**config.mk**
```make
export PLATFORM = sky130hd
export DESIGN_NAME = usb_port_resume_enable_ctrl
export DESIGN_NICKNAME = d
export VERILOG_FILES = /design/src/hw/usb_port_pkg.sv /design/src/hw/line_sync.sv /design/src/hw/resume_timer.sv /design/src/hw/usb_port_resume_enable_ctrl.sv
export VERILOG_INCLUDE_DIRS = /design/src /design/src/hw
export SDC_FILE = /design/constraint.sdc
export NUM_CORES = 1
export LEC_CHECK = 0
export BUFFER_PORTS_ARGS = -buffer_cell sky130_fd_sc_hd__buf_2
export CORE_MARGIN = 2
export CORE_UTILIZATION = 53
export CTS_BUF_LIST = sky130_fd_sc_hd__clkbuf_4 sky130_fd_sc_hd__clkbuf_8 sky130_fd_sc_hd__clkbuf_16
export CTS_CLUSTER_SIZE = 28
export DETAILED_ROUTE_END_ITERATION = 8
export PLACE_DENSITY = 0.86
export SLEW_MARGIN = 20
export SYNTH_ARGS = -nofsm -noshare
export SYNTH_HDL_FRONTEND = slang
export SYNTH_SLANG_ARGS = --single-unit
```
**constraint.sdc**
```tcl
create_clock -name clk -period 3.5 [get_ports clk]
set_input_delay 0.7 -clock clk [delete_from_list [all_inputs] [get_ports clk]]
set_output_delay 0.7 -clock clk [all_outputs]
set_load 0.02 [all_outputs]
```
**src/hw/usb_port_params.svh**
```systemverilog
`ifndef USB_PORT_PARAMS_SVH
`define USB_PORT_PARAMS_SVH

// Register byte address of the port status and control word
`define PSC_ADDR           32'h0000_0000
// Bit positions inside the port status and control word
`define PSC_BIT_FORCE_RES  6
`define PSC_BIT_OC_CHANGE  5
`define PSC_BIT_OC_ACTIVE  4
`define PSC_BIT_EN_CHANGE  3
`define PSC_BIT_PORT_EN    2
// Resume K drive time in microseconds and its cycle count at 200 MHz
`define RESUME_TIME_US     20000
`define CLK_MHZ            200
`define RESUME_CYCLES      (`RESUME_TIME_US * `CLK_MHZ)
// Time the port takes to settle a disable request, in cycles
`define DISABLE_LAG_CYCLES 4
// AHB transfer type and transfer size codes
`define HTRANS_NONSEQ      2'h2
`define HSIZE_WORD         3'h2
// Read value of bits outside the implemented field
`define PSC_ZERO           32'h0000_0000

`endif

```
**src/hw/usb_port_pkg.sv**
```systemverilog
package usb_port_pkg;

  // Resume sequencer states
  typedef enum logic [1:0] {
    res_idle,
    res_drive,
    res_wait_idle
  } resume_state_type;

  // Port enable states
  typedef enum logic [1:0] {
    en_off,
    en_on,
    en_disabling
  } enable_state_type;

endpackage

```
**src/hw/line_sync.sv**
```systemverilog
// Two-flop synchroniser for a group of pin levels
module line_sync #(
  parameter int WIDTH = 2
) (
  // Clock and reset
  input  wire logic             clk,
  input  wire logic             arst_n,
  // Asynchronous input and synchronised output
  input  wire logic [WIDTH-1:0] din,
  output logic      [WIDTH-1:0] dout
);

  logic [WIDTH-1:0] meta_q;  // First stage, read only by second stage

  // Both stages reset to zero; the first is read by nothing else
  always_ff @(posedge clk or negedge arst_n) begin
    if (!arst_n) begin
      meta_q <= '0;
      dout   <= '0;
    end else begin
      meta_q <= din;
      dout   <= meta_q;
    end
  end

endmodule

```
**src/hw/resume_timer.sv**
```systemverilog
// Counts out the resume K drive time once started
module resume_timer #(
  parameter int CYCLES = 4000000
) (
  // Clock and reset
  input  wire logic clk,
  input  wire logic arst_n,
  // Start pulse and completion pulse
  input  wire logic start,
  output logic      busy,
  output logic      done
);

  logic [31:0] count_q;  // Remaining cycles of the drive time

  // Count down; done pulses in the cycle after the last drive cycle
  always_ff @(posedge clk or negedge arst_n) begin
    if (!arst_n) begin
      count_q <= 32'h0000_0000;
      done    <= 1'b0;
    end else if (start) begin
      count_q <= 32'(CYCLES);
      done    <= 1'b0;
    end else if (count_q != 32'h0000_0000) begin
      count_q <= count_q - 32'h0000_0001;
      done    <= (count_q == 32'h0000_0001);
    end else begin
      done    <= 1'b0;
    end
  end

  assign busy = (count_q != 32'h0000_0000);
endmodule

```
**src/hw/usb_port_resume_enable_ctrl.sv**
```systemverilog
// Register access over AHB-Lite and the placing of the registers were left to the implementer.
`include "usb_port_params.svh"
// Overview of operation
// - Host: software one starts resume drive
// - Host: J-to-K in suspend sets resume
// - Detected resume also sets port change
// - Host: resume bit self-clears at end
// - Host: resume bit one drives timed full-speed K
// - Host: resume bit holds until high-speed idle
// - Software zero write to resume ignored
// - Device: resume clears on normal operation
// - Over-current bits always read zero
// - Enable change set on fault disable only
// - Enable change cleared by writing one
// - Device: enable change reads zero
// - Host: only hardware sets port enable
// - Fault or software clears port enable
// - Enable bit follows actual port state
// - Disabled port blocks data except reset
// - Host power off zeroes bits; device enable one
// - Unpowered port reports no attach events
// - Enable and suspend encode port state
module usb_port_resume_enable_ctrl #(
  parameter int RESUME_CYCLES = `RESUME_CYCLES
) (
  // Clock and reset
  input  wire logic        clk,
  input  wire logic        arst_n,
  // AHB-Lite slave
  input  wire logic        hsel,
  input  wire logic [31:0] haddr,
  input  wire logic [1:0]  htrans,
  input  wire logic        hwrite,
  input  wire logic [2:0]  hsize,
  input  wire logic [31:0] hwdata,
  input  wire logic        hready,
  output logic      [31:0] hrdata,
  output logic             hreadyout,
  output logic             hresp,
  // Port context from the rest of the port logic
  input  wire logic        host_role,
  input  wire logic        port_power_bit,
  input  wire logic        suspend_state_bit,
  input  wire logic        reset_enable_done,
  input  wire logic        port_in_reset,
  input  wire logic        disconnect_fault,
  input  wire logic        eof2_fault,
  input  wire logic        hs_idle_reached,
  input  wire logic        device_resumed,
  input  wire logic        connect_event_in,
  // Bus line levels from the pins: bit1 is D+, bit0 is D-
  input  wire logic [1:0]  line_pins,
  // Data path gating
  input  wire logic        tx_data_valid_in,
  output logic             tx_data_valid_out,
  // Line drive and status outputs
  output logic             drive_k,
  output logic             port_change_detect,
  output logic             connect_event_out,
  output logic [1:0]       port_state
);

  logic [1:0]  line_s;          // Synchronised line state
  logic [1:0]  line_prev_q;     // Previous synchronised line state
  logic        force_res_q;     // Force resume bit
  logic        en_change_q;     // Enable change flag
  logic        port_en_q;       // Host port enable bit
  logic        wr_pend_q;       // Write data phase pending
  logic [2:0]  lag_q;           // Disable settling counter
  logic        j_to_k;          // J to K transition this cycle
  logic        sw_resume;       // Software writes one to resume
  logic        sw_disable;      // Software writes zero to enable
  logic        sw_clr_change;   // Software clears enable change
  logic        timer_start;     // Start of a host resume drive
  logic        timer_busy;      // Resume timer running
  logic        timer_done;      // Resume timer finished
  logic        fault;           // Disconnect or EOF2 fault
  logic        res_zero;        // Resume bit forced low
  logic [31:0] read_word;       // Assembled register image
  usb_port_pkg::resume_state_type res_q;   // Resume sequencer
  usb_port_pkg::enable_state_type en_q;    // Enable sequencer

  // Pins come from outside the clock domain
  line_sync #(
    .WIDTH (2)
  ) u_line_sync (
    .clk    (clk),
    .arst_n (arst_n),
    .din    (line_pins),
    .dout   (line_s)
  );

  // Host drive time counter
  resume_timer #(
    .CYCLES (RESUME_CYCLES)
  ) u_resume_timer (
    .clk    (clk),
    .arst_n (arst_n),
    .start  (timer_start),
    .busy   (timer_busy),
    .done   (timer_done)
  );

  // Full-speed J is D+ high, K is D- high
  function automatic logic is_j(input logic [1:0] ls);
    is_j = (ls == 2'h2);
  endfunction
  function automatic logic is_k(input logic [1:0] ls);
    is_k = (ls == 2'h1);
  endfunction

  // Track the previous line state for edge detection
  always_ff @(posedge clk or negedge arst_n) begin
    if (!arst_n) begin
      line_prev_q <= 2'h0;
    end else begin
      line_prev_q <= line_s;
    end
  end

  assign j_to_k = is_j(line_prev_q) && is_k(line_s) && suspend_state_bit
                  && port_power_bit;
  assign fault  = disconnect_fault || eof2_fault;
  // AHB address phase capture; data phase is zero wait
  always_ff @(posedge clk or negedge arst_n) begin
    if (!arst_n) begin
      wr_pend_q <= 1'b0;
    end else if (hready) begin
      wr_pend_q <= hsel && htrans[1] && hwrite
                   && (haddr == `PSC_ADDR);
    end
  end
  assign sw_resume     = wr_pend_q && hwdata[`PSC_BIT_FORCE_RES];
  assign sw_disable    = wr_pend_q && !hwdata[`PSC_BIT_PORT_EN];
  assign sw_clr_change = wr_pend_q && hwdata[`PSC_BIT_EN_CHANGE];
  assign timer_start   = host_role && (res_q == usb_port_pkg::res_idle)
                         && (sw_resume || j_to_k);
  assign res_zero      = !port_power_bit && host_role;
  // Resume sequencer: a zero write never reaches this logic
  always_ff @(posedge clk or negedge arst_n) begin
    if (!arst_n) begin
      res_q       <= usb_port_pkg::res_idle;
      force_res_q <= 1'b0;
    end else if (res_zero) begin
      res_q       <= usb_port_pkg::res_idle;
      force_res_q <= 1'b0;
    end else begin
      case (res_q)
        usb_port_pkg::res_idle: begin
          if (sw_resume || j_to_k) begin
            force_res_q <= 1'b1;
            res_q       <= host_role ? usb_port_pkg::res_drive
                                     : usb_port_pkg::res_wait_idle;
          end
        end
        usb_port_pkg::res_drive: begin
          // Timed K drive; the bit holds until high-speed idle
          if (timer_done) begin
            res_q <= usb_port_pkg::res_wait_idle;
          end
        end
        usb_port_pkg::res_wait_idle: begin
          if (host_role && hs_idle_reached && !timer_busy) begin
            force_res_q <= 1'b0;
            res_q       <= usb_port_pkg::res_idle;
          end else if (!host_role && device_resumed) begin
            force_res_q <= 1'b0;
            res_q       <= usb_port_pkg::res_idle;
          end
        end
        default: begin
          res_q <= usb_port_pkg::res_idle;
        end
      endcase
    end
  end

  // K drive only while the controller owns the drive window
  assign drive_k = force_res_q && host_role
                   && (res_q == usb_port_pkg::res_drive);
  // Port change detect pulses when hardware detects resume
  always_ff @(posedge clk or negedge arst_n) begin
    if (!arst_n) begin
      port_change_detect <= 1'b0;
    end else begin
      port_change_detect <= j_to_k
                            && (res_q == usb_port_pkg::res_idle);
    end
  end

  // Enable sequencer; disabling settles over a few cycles
  always_ff @(posedge clk or negedge arst_n) begin
    if (!arst_n) begin
      en_q      <= usb_port_pkg::en_off;
      port_en_q <= 1'b0;
      lag_q     <= 3'h0;
    end else if (!port_power_bit) begin
      en_q      <= usb_port_pkg::en_off;
      port_en_q <= 1'b0;
      lag_q     <= 3'h0;
    end else begin
      case (en_q)
        usb_port_pkg::en_off: begin
          if (reset_enable_done) begin
            en_q      <= usb_port_pkg::en_on;
            port_en_q <= 1'b1;
          end
        end
        usb_port_pkg::en_on: begin
          if (fault) begin
            en_q      <= usb_port_pkg::en_off;
            port_en_q <= 1'b0;
          end else if (sw_disable) begin
            en_q  <= usb_port_pkg::en_disabling;
            lag_q <= 3'(`DISABLE_LAG_CYCLES);
          end
        end
        usb_port_pkg::en_disabling: begin
          // Bit drops only once the port has actually stopped
          if (fault || lag_q == 3'h1) begin
            en_q      <= usb_port_pkg::en_off;
            port_en_q <= 1'b0;
            lag_q     <= 3'h0;
          end else begin
            lag_q <= lag_q - 3'h1;
          end
        end
        default: begin
          en_q <= usb_port_pkg::en_off;
        end
      endcase
    end
  end

  // Change flag: hardware set wins over software clear
  always_ff @(posedge clk or negedge arst_n) begin
    if (!arst_n) begin
      en_change_q <= 1'b0;
    end else if (!port_power_bit || !host_role) begin
      en_change_q <= 1'b0;
    end else if (fault && port_en_q) begin
      en_change_q <= 1'b1;
    end else if (sw_clr_change) begin
      en_change_q <= 1'b0;
    end
  end

  // Register image; device role port is always enabled
  always_comb begin
    read_word = `PSC_ZERO;
    read_word[`PSC_BIT_FORCE_RES] = force_res_q;
    read_word[`PSC_BIT_OC_CHANGE] = 1'b0;
    read_word[`PSC_BIT_OC_ACTIVE] = 1'b0;
    read_word[`PSC_BIT_EN_CHANGE] = host_role && en_change_q;
    read_word[`PSC_BIT_PORT_EN]   = host_role ? port_en_q : 1'b1;
  end

  // Read data register, loaded at the address phase
  always_ff @(posedge clk or negedge arst_n) begin
    if (!arst_n) begin
      hrdata <= `PSC_ZERO;
    end else if (hready && hsel && htrans[1] && !hwrite) begin
      hrdata <= (haddr == `PSC_ADDR) ? read_word : `PSC_ZERO;
    end
  end

  assign hreadyout = 1'b1;
  assign hresp     = 1'b0;
  // Port state, data gating and attach reporting
  assign port_state = {read_word[`PSC_BIT_PORT_EN],
                       suspend_state_bit};
  assign tx_data_valid_out = tx_data_valid_in
                             && (read_word[`PSC_BIT_PORT_EN]
                                 || port_in_reset);
  assign connect_event_out = connect_event_in && port_power_bit;
endmodule

```
After elaboration in Yosys (flattened, before gate mapping). Index checks and enable logic that the tools add are counted.

Flip-flop bits (word level): 83. Input port bits: 87. Word-level logic and storage cells: 119.

Reductions and logical operators: 47. Muxes and demuxes: 37. Eq/ne operators: 19. Add/subtract/negate cells: 2.

Operators with widths (count): 2-to-1 mux 32 bit (2); == test 32 x 1 -> 1 bit, second input constant (1); logical NOT 32 bit (1); nonzero test 32 bit (1); subtractor 32 x 1 -> 32 bit, second input constant (1); logical AND 1 bit (25); 2-to-1 mux 2 bit (11); inequality test 3 bit, second input constant (5); 2-to-1 mux 1 bit (14); 2-to-1 mux 3 bit (4); one-hot mux 2 bit (3 select lines) (2); AND reduction 3 bit (4); inequality test 4 bit, second input constant (2); 2-to-1 mux 7 bit (1); == test 2 x 1 -> 1 bit, second input constant (3); == test 2 bit, second input constant (3); inequality test 3 x 2 -> 1 bit, second input constant (2); one-hot mux 3 bit (2 select lines) (1); nonzero test 3 bit (2); logical NOT 1 bit (5); logical OR 1 bit (5); logical NOT 2 bit (2); inequality test 4 x 1 -> 1 bit, second input constant (1); AND reduction 4 bit (1); 6 further kinds (6).

Logic depth before layout (Yosys ltp).
Depth after elaboration: 8. Mapped depth: 9. Gate-level depth less buffers: 7.

Hierarchy. Synthesis repeated with hierarchy kept, for this count alone.

Cells, all modules: 342. Area total of the unflattened synthesis: 3236.9 µm².

Modules (own cells, without submodules): resume_timer (cells each 189, sequential area each 825.8 µm², area each 1844.3 µm², instances 1); usb_port_resume_enable_ctrl (cells each 149, sequential area each 425.4 µm², area each 1292.5 µm², instances 1); line_sync (cells each 4, sequential area each 100.1 µm², area each 100.1 µm², instances 1).

Worst setup path after synthesis. Ideal clock, no wire load.

Kind: flip-flop to flip-flop. From: reg u_resume_timer.count_q[19]. To: reg u_resume_timer.count_q[23]. Data required time: 3422 ps. Cell stages (with the launch flop): 6. Period minus slack after synthesis: 2108 ps. Data arrival time: 2030 ps. Path slack: 1392 ps. Cells stage by stage: dfrtp_1 -> or4_4 -> or3_1 -> or3_1 -> or3_1 -> a21oi_1.

Word-level cells in the longest chain between the ends: 3. Elaborated cells between the ends (all ways): 5. Classes of those cells: add/sub: 1; mux: 2; reduce/logical: 2.

Ends and longest elaborated chain: start, declared (line resume_timer.sv:14) `logic [31:0] count_q;`; start signal, assigned (line resume_timer.sv:22) `count_q <= 32'(CYCLES);`; start signal, assigned (line resume_timer.sv:25) `count_q <= count_q - 32'h0000_0001;`; subtractor 32 x 1 -> 32 bit (line resume_timer.sv:25); 2-to-1 mux 32 bit (line resume_timer.sv:24) `end else if (count_q != 32'h0000_0000) begin`; 2-to-1 mux 32 bit (line resume_timer.sv:21) `end else if (start) begin`.

Parallel ways exist; a longest one is shown, timed or not. The select of a mux whose other input is x is not followed. A chain may end at the register's enable or synchronous reset.

Final worst setup path.
From: reg u_resume_timer.count_q[11]. To: reg u_resume_timer.count_q[30].

The elaborated chain is that of the path after synthesis.

==> impl_metrics.tcl <==
set metrics [dict create \
    status "completed" \
    dieWidth_um 81.3 \
    cts_setup_buffers 0 \
    skew_ns 0.0113 \
    fin_crit_sh_pct 70.8 \
    synthArstFlopShare_pct 100 \
    cts_num_sinks 54 \
    crit_path_start_kind "flop" \
    drive_gt1_share_pct 20.8 \
    row_count 28 \
    synth_edf_count 0 \
    critPathArrivalTime_ns 2.72 \
    cts_resized 0 \
    first_pass_iters 4 \
    layout_common_cells "buf_2, dfrtp_1, conb_1" \
    critPathTopFamily "simple AND/OR/NAND/NOR gates" \
    synth_top_area_share_pct 42.7 \
    core_mm2 0.00585 \
    period_needed_ns 2.48 \
    synthCells 340 \
    grt_overflow 0 \
    antenna_found_initial 0 \
    required_ns 3.75 \
    drt_iter0_drc 138 \
    cp-end-kind "flop" \
    viasPerCell 5.55 \
    yosys-top-cells-area "dfrtp_1, buf_4, nor4_1" \
    cts_tree "yes" \
    io_pins 127 \
    synth_area_mm2 0.00316 \
    synth.distinct_cells 56 \
    hold_buffers 0 \
    slew_violations 0 \
    fin_nets 492 \
    setup_viol 0 \
    path_clk_slew_ns 0.10 \
    r2r-end "u_resume_timer.count_q[30]$_DFFE_PN0P_" \
    path_max_fanout 11 \
    initial_core_util_pct 54.1 \
    placement.io_buffers 62 \
    place_ws_ns 1.03 \
    crit_chain "nor4_1, nand4_1, a2111o_1, or4_1, nand2_1" \
    grt_start_max_net_pins 40 \
    insertion_delay_ns 0.31 \
    ys.flop_type "dfrtp_1" \
    critPathKind "reg -> reg" \
    hold_class "in -> async" \
    ctsRootBufferMaster "clkbuf_8" \
    ant_nets 0 \
    syn_to_final_growth_pct 10.8 \
    rsz0062_at_grt "no" \
    cap_violations 0 \
    grt_first_pass_wirelength_um 10900 \
    reg2reg_from "u_resume_timer.count_q[11]$_DFFE_PN0P_" \
    num_antenna_cells 0 \
    die_area_mm2 0.00660 \
    ir_worst_vdd_v 0.000261 \
    die_h_um 81.3 \
    reg2reg_depth 5 \
    crit_buf_inv 0 \
    startpoint "u_resume_timer.count_q[11]$_DFFE_PN0P_" \
    numCtsBuffers 5 \
    cpPeakStageDelay_ns 0.52 \
    avgRoutedWirePerCell_um 13.5 \
    htreeDepth 2 \
    drc_errors 0 \
    crit_slowest_cell "a2111o_1" \
    synth.largest_area_cell "dfrtp_1" \
    grtUsageMet3_pct 4.56 \
    gr-usage-met2_pct 39.3 \
    power.density_mw_per_mm2 442 \
    setup_tns_ns 0 \
    grt_util_met1_pct 24.0 \
    r2r_setup_slack_ns 1.02 \
    synth_seq_cells 54 \
    placed_cells 466 \
    layout_setup_ws_ns 1.02 \
    p_leak_nw 1.44 \
    tightest_slew_ns 0.858 \
    clk_path_buf_depth 2 \
    synth_warnings 0 \
    whs_ns 0.280 \
    final_cells 474 \
    grt_usage_pct 21.1 \
    yosysSeqAreaShare_pct 42.7 \
    grt-busiest-layer "met2" \
    postSynthAreaPerCell_um2 9.31 \
    relSlewSlack_pct 42.8 \
    grt_pass1_vias 2521 \
    hold_viol_final 0 \
    via_count 2633 \
    max_freq_mhz 404 \
    dp_hpwl_um 4680 \
    place_congestion 0.776 \
    route.final.wire_length_um 6400 \
    final_common_cell "buf_2" \
]
-- power by group --
group | switching, mW | leakage (nW) | internal, mW
Combinational | 0.222 | 0.759 | 0.154
Clock | 0.211 | 0.0408 | 0.143
Sequential | 0.104 | 0.640 | 0.716
Total | 0.537 | 1.44 | 1.01
-- area by class of cell --
class                   count  area (µm²)
repair buffers             65         333
well taps                  75        93.8
clock buffers               5        68.8
clock inverters             3        23.8
fillers                   517        2340
multi-input cells         256        1580
inverters                  16        60.1
flip-flops and latches     54        1350
-- worst max path at each step --
stage                                                   to  slack, ns  cells after the start
finish              u_resume_timer.count_q[30]$_DFFE_PN0P_       1.02                      5
global route        u_resume_timer.count_q[12]$_DFFE_PN0P_       0.70                      5
CTS                 u_resume_timer.count_q[28]$_DFFE_PN0P_       0.99                      5
detailed placement  u_resume_timer.count_q[30]$_DFFE_PN0P_       1.03                      5
global placement    u_resume_timer.count_q[28]$_DFFE_PN0P_       1.11                      5
floorplan           u_resume_timer.count_q[23]$_DFFE_PN0P_       1.39                      5
-- worst reg2reg max path, stage by stage (launching register included) --
cell	delay [ns]
dfrtp_1	0.44
nor4_1	0.46
nand4_1	0.49
a2111o_1	0.52
or4_1	0.43
nand2_1	0.08
-- cells by family (layout without fill, tap and decap cells) --
logic type	count (synthesis)	after routing	share of synthesized area [%]
compound gates	72	72	15.2
xor+xnor	8	8	2.21
fa+ha+maj	7	7	2.77
buf+inv	59	89	11.0
flops	54	54	42.7
mux	5	5	1.58
other cells	2	31	0.237
simple gates	133	133	24.3
-- synthesized netlist by cell type (3+ instances only) --
cell type  instances
a21oi_1           18
ha_1               7
o211ai_1           3
dfrtp_1           54
nor4_1            18
o21ai_0           10
a211oi_1           4
xor2_1             3
nor3_1             7
nand4_1            5
or3_1             16
nor2_1            14
nor2b_1            5
or4_1             10
buf_4             33
nand2_1           24
mux2i_1            5
o31ai_1           12
o22ai_1            3
o21ai_1            3
nand2b_1           7
or2_2              3
nand3_1            7
clkbuf_1           9
inv_1             16
xnor2_1            5
-- flip-flops by register name (all words and copies together) (netlist names), 2 cells and up --
register / cells
en_q: 2
line_prev_q: 2
lag_q: 3
hrdata: 3
res_q: 2
u_resume_timer.count_q: 32
u_line_sync.dout: 2
u_line_sync.meta_q: 2
-- metal layers --
metal  wire (µm)  up-vias
met4          67        0
met3         253        5
li1            -     1300
met2        3390       54
met5           0        -
met1        2690     1274
-- per-stage QoR --
| stage | total power, mW | cell area [µm²] | util, % |
|---|---|---|---|
| finish | 1.55 | 3510 | 59.9 |
| global placement | 1.18 | 3410 | 58.3 |
| detailed placement | 1.21 | 3410 | 58.3 |
| CTS | 1.57 | 3510 | 59.9 |
| floorplan | 1.11 | 3270 | - |
| global route | 1.66 | 3510 | 59.9 |
(Power assumes the default switching activity.)
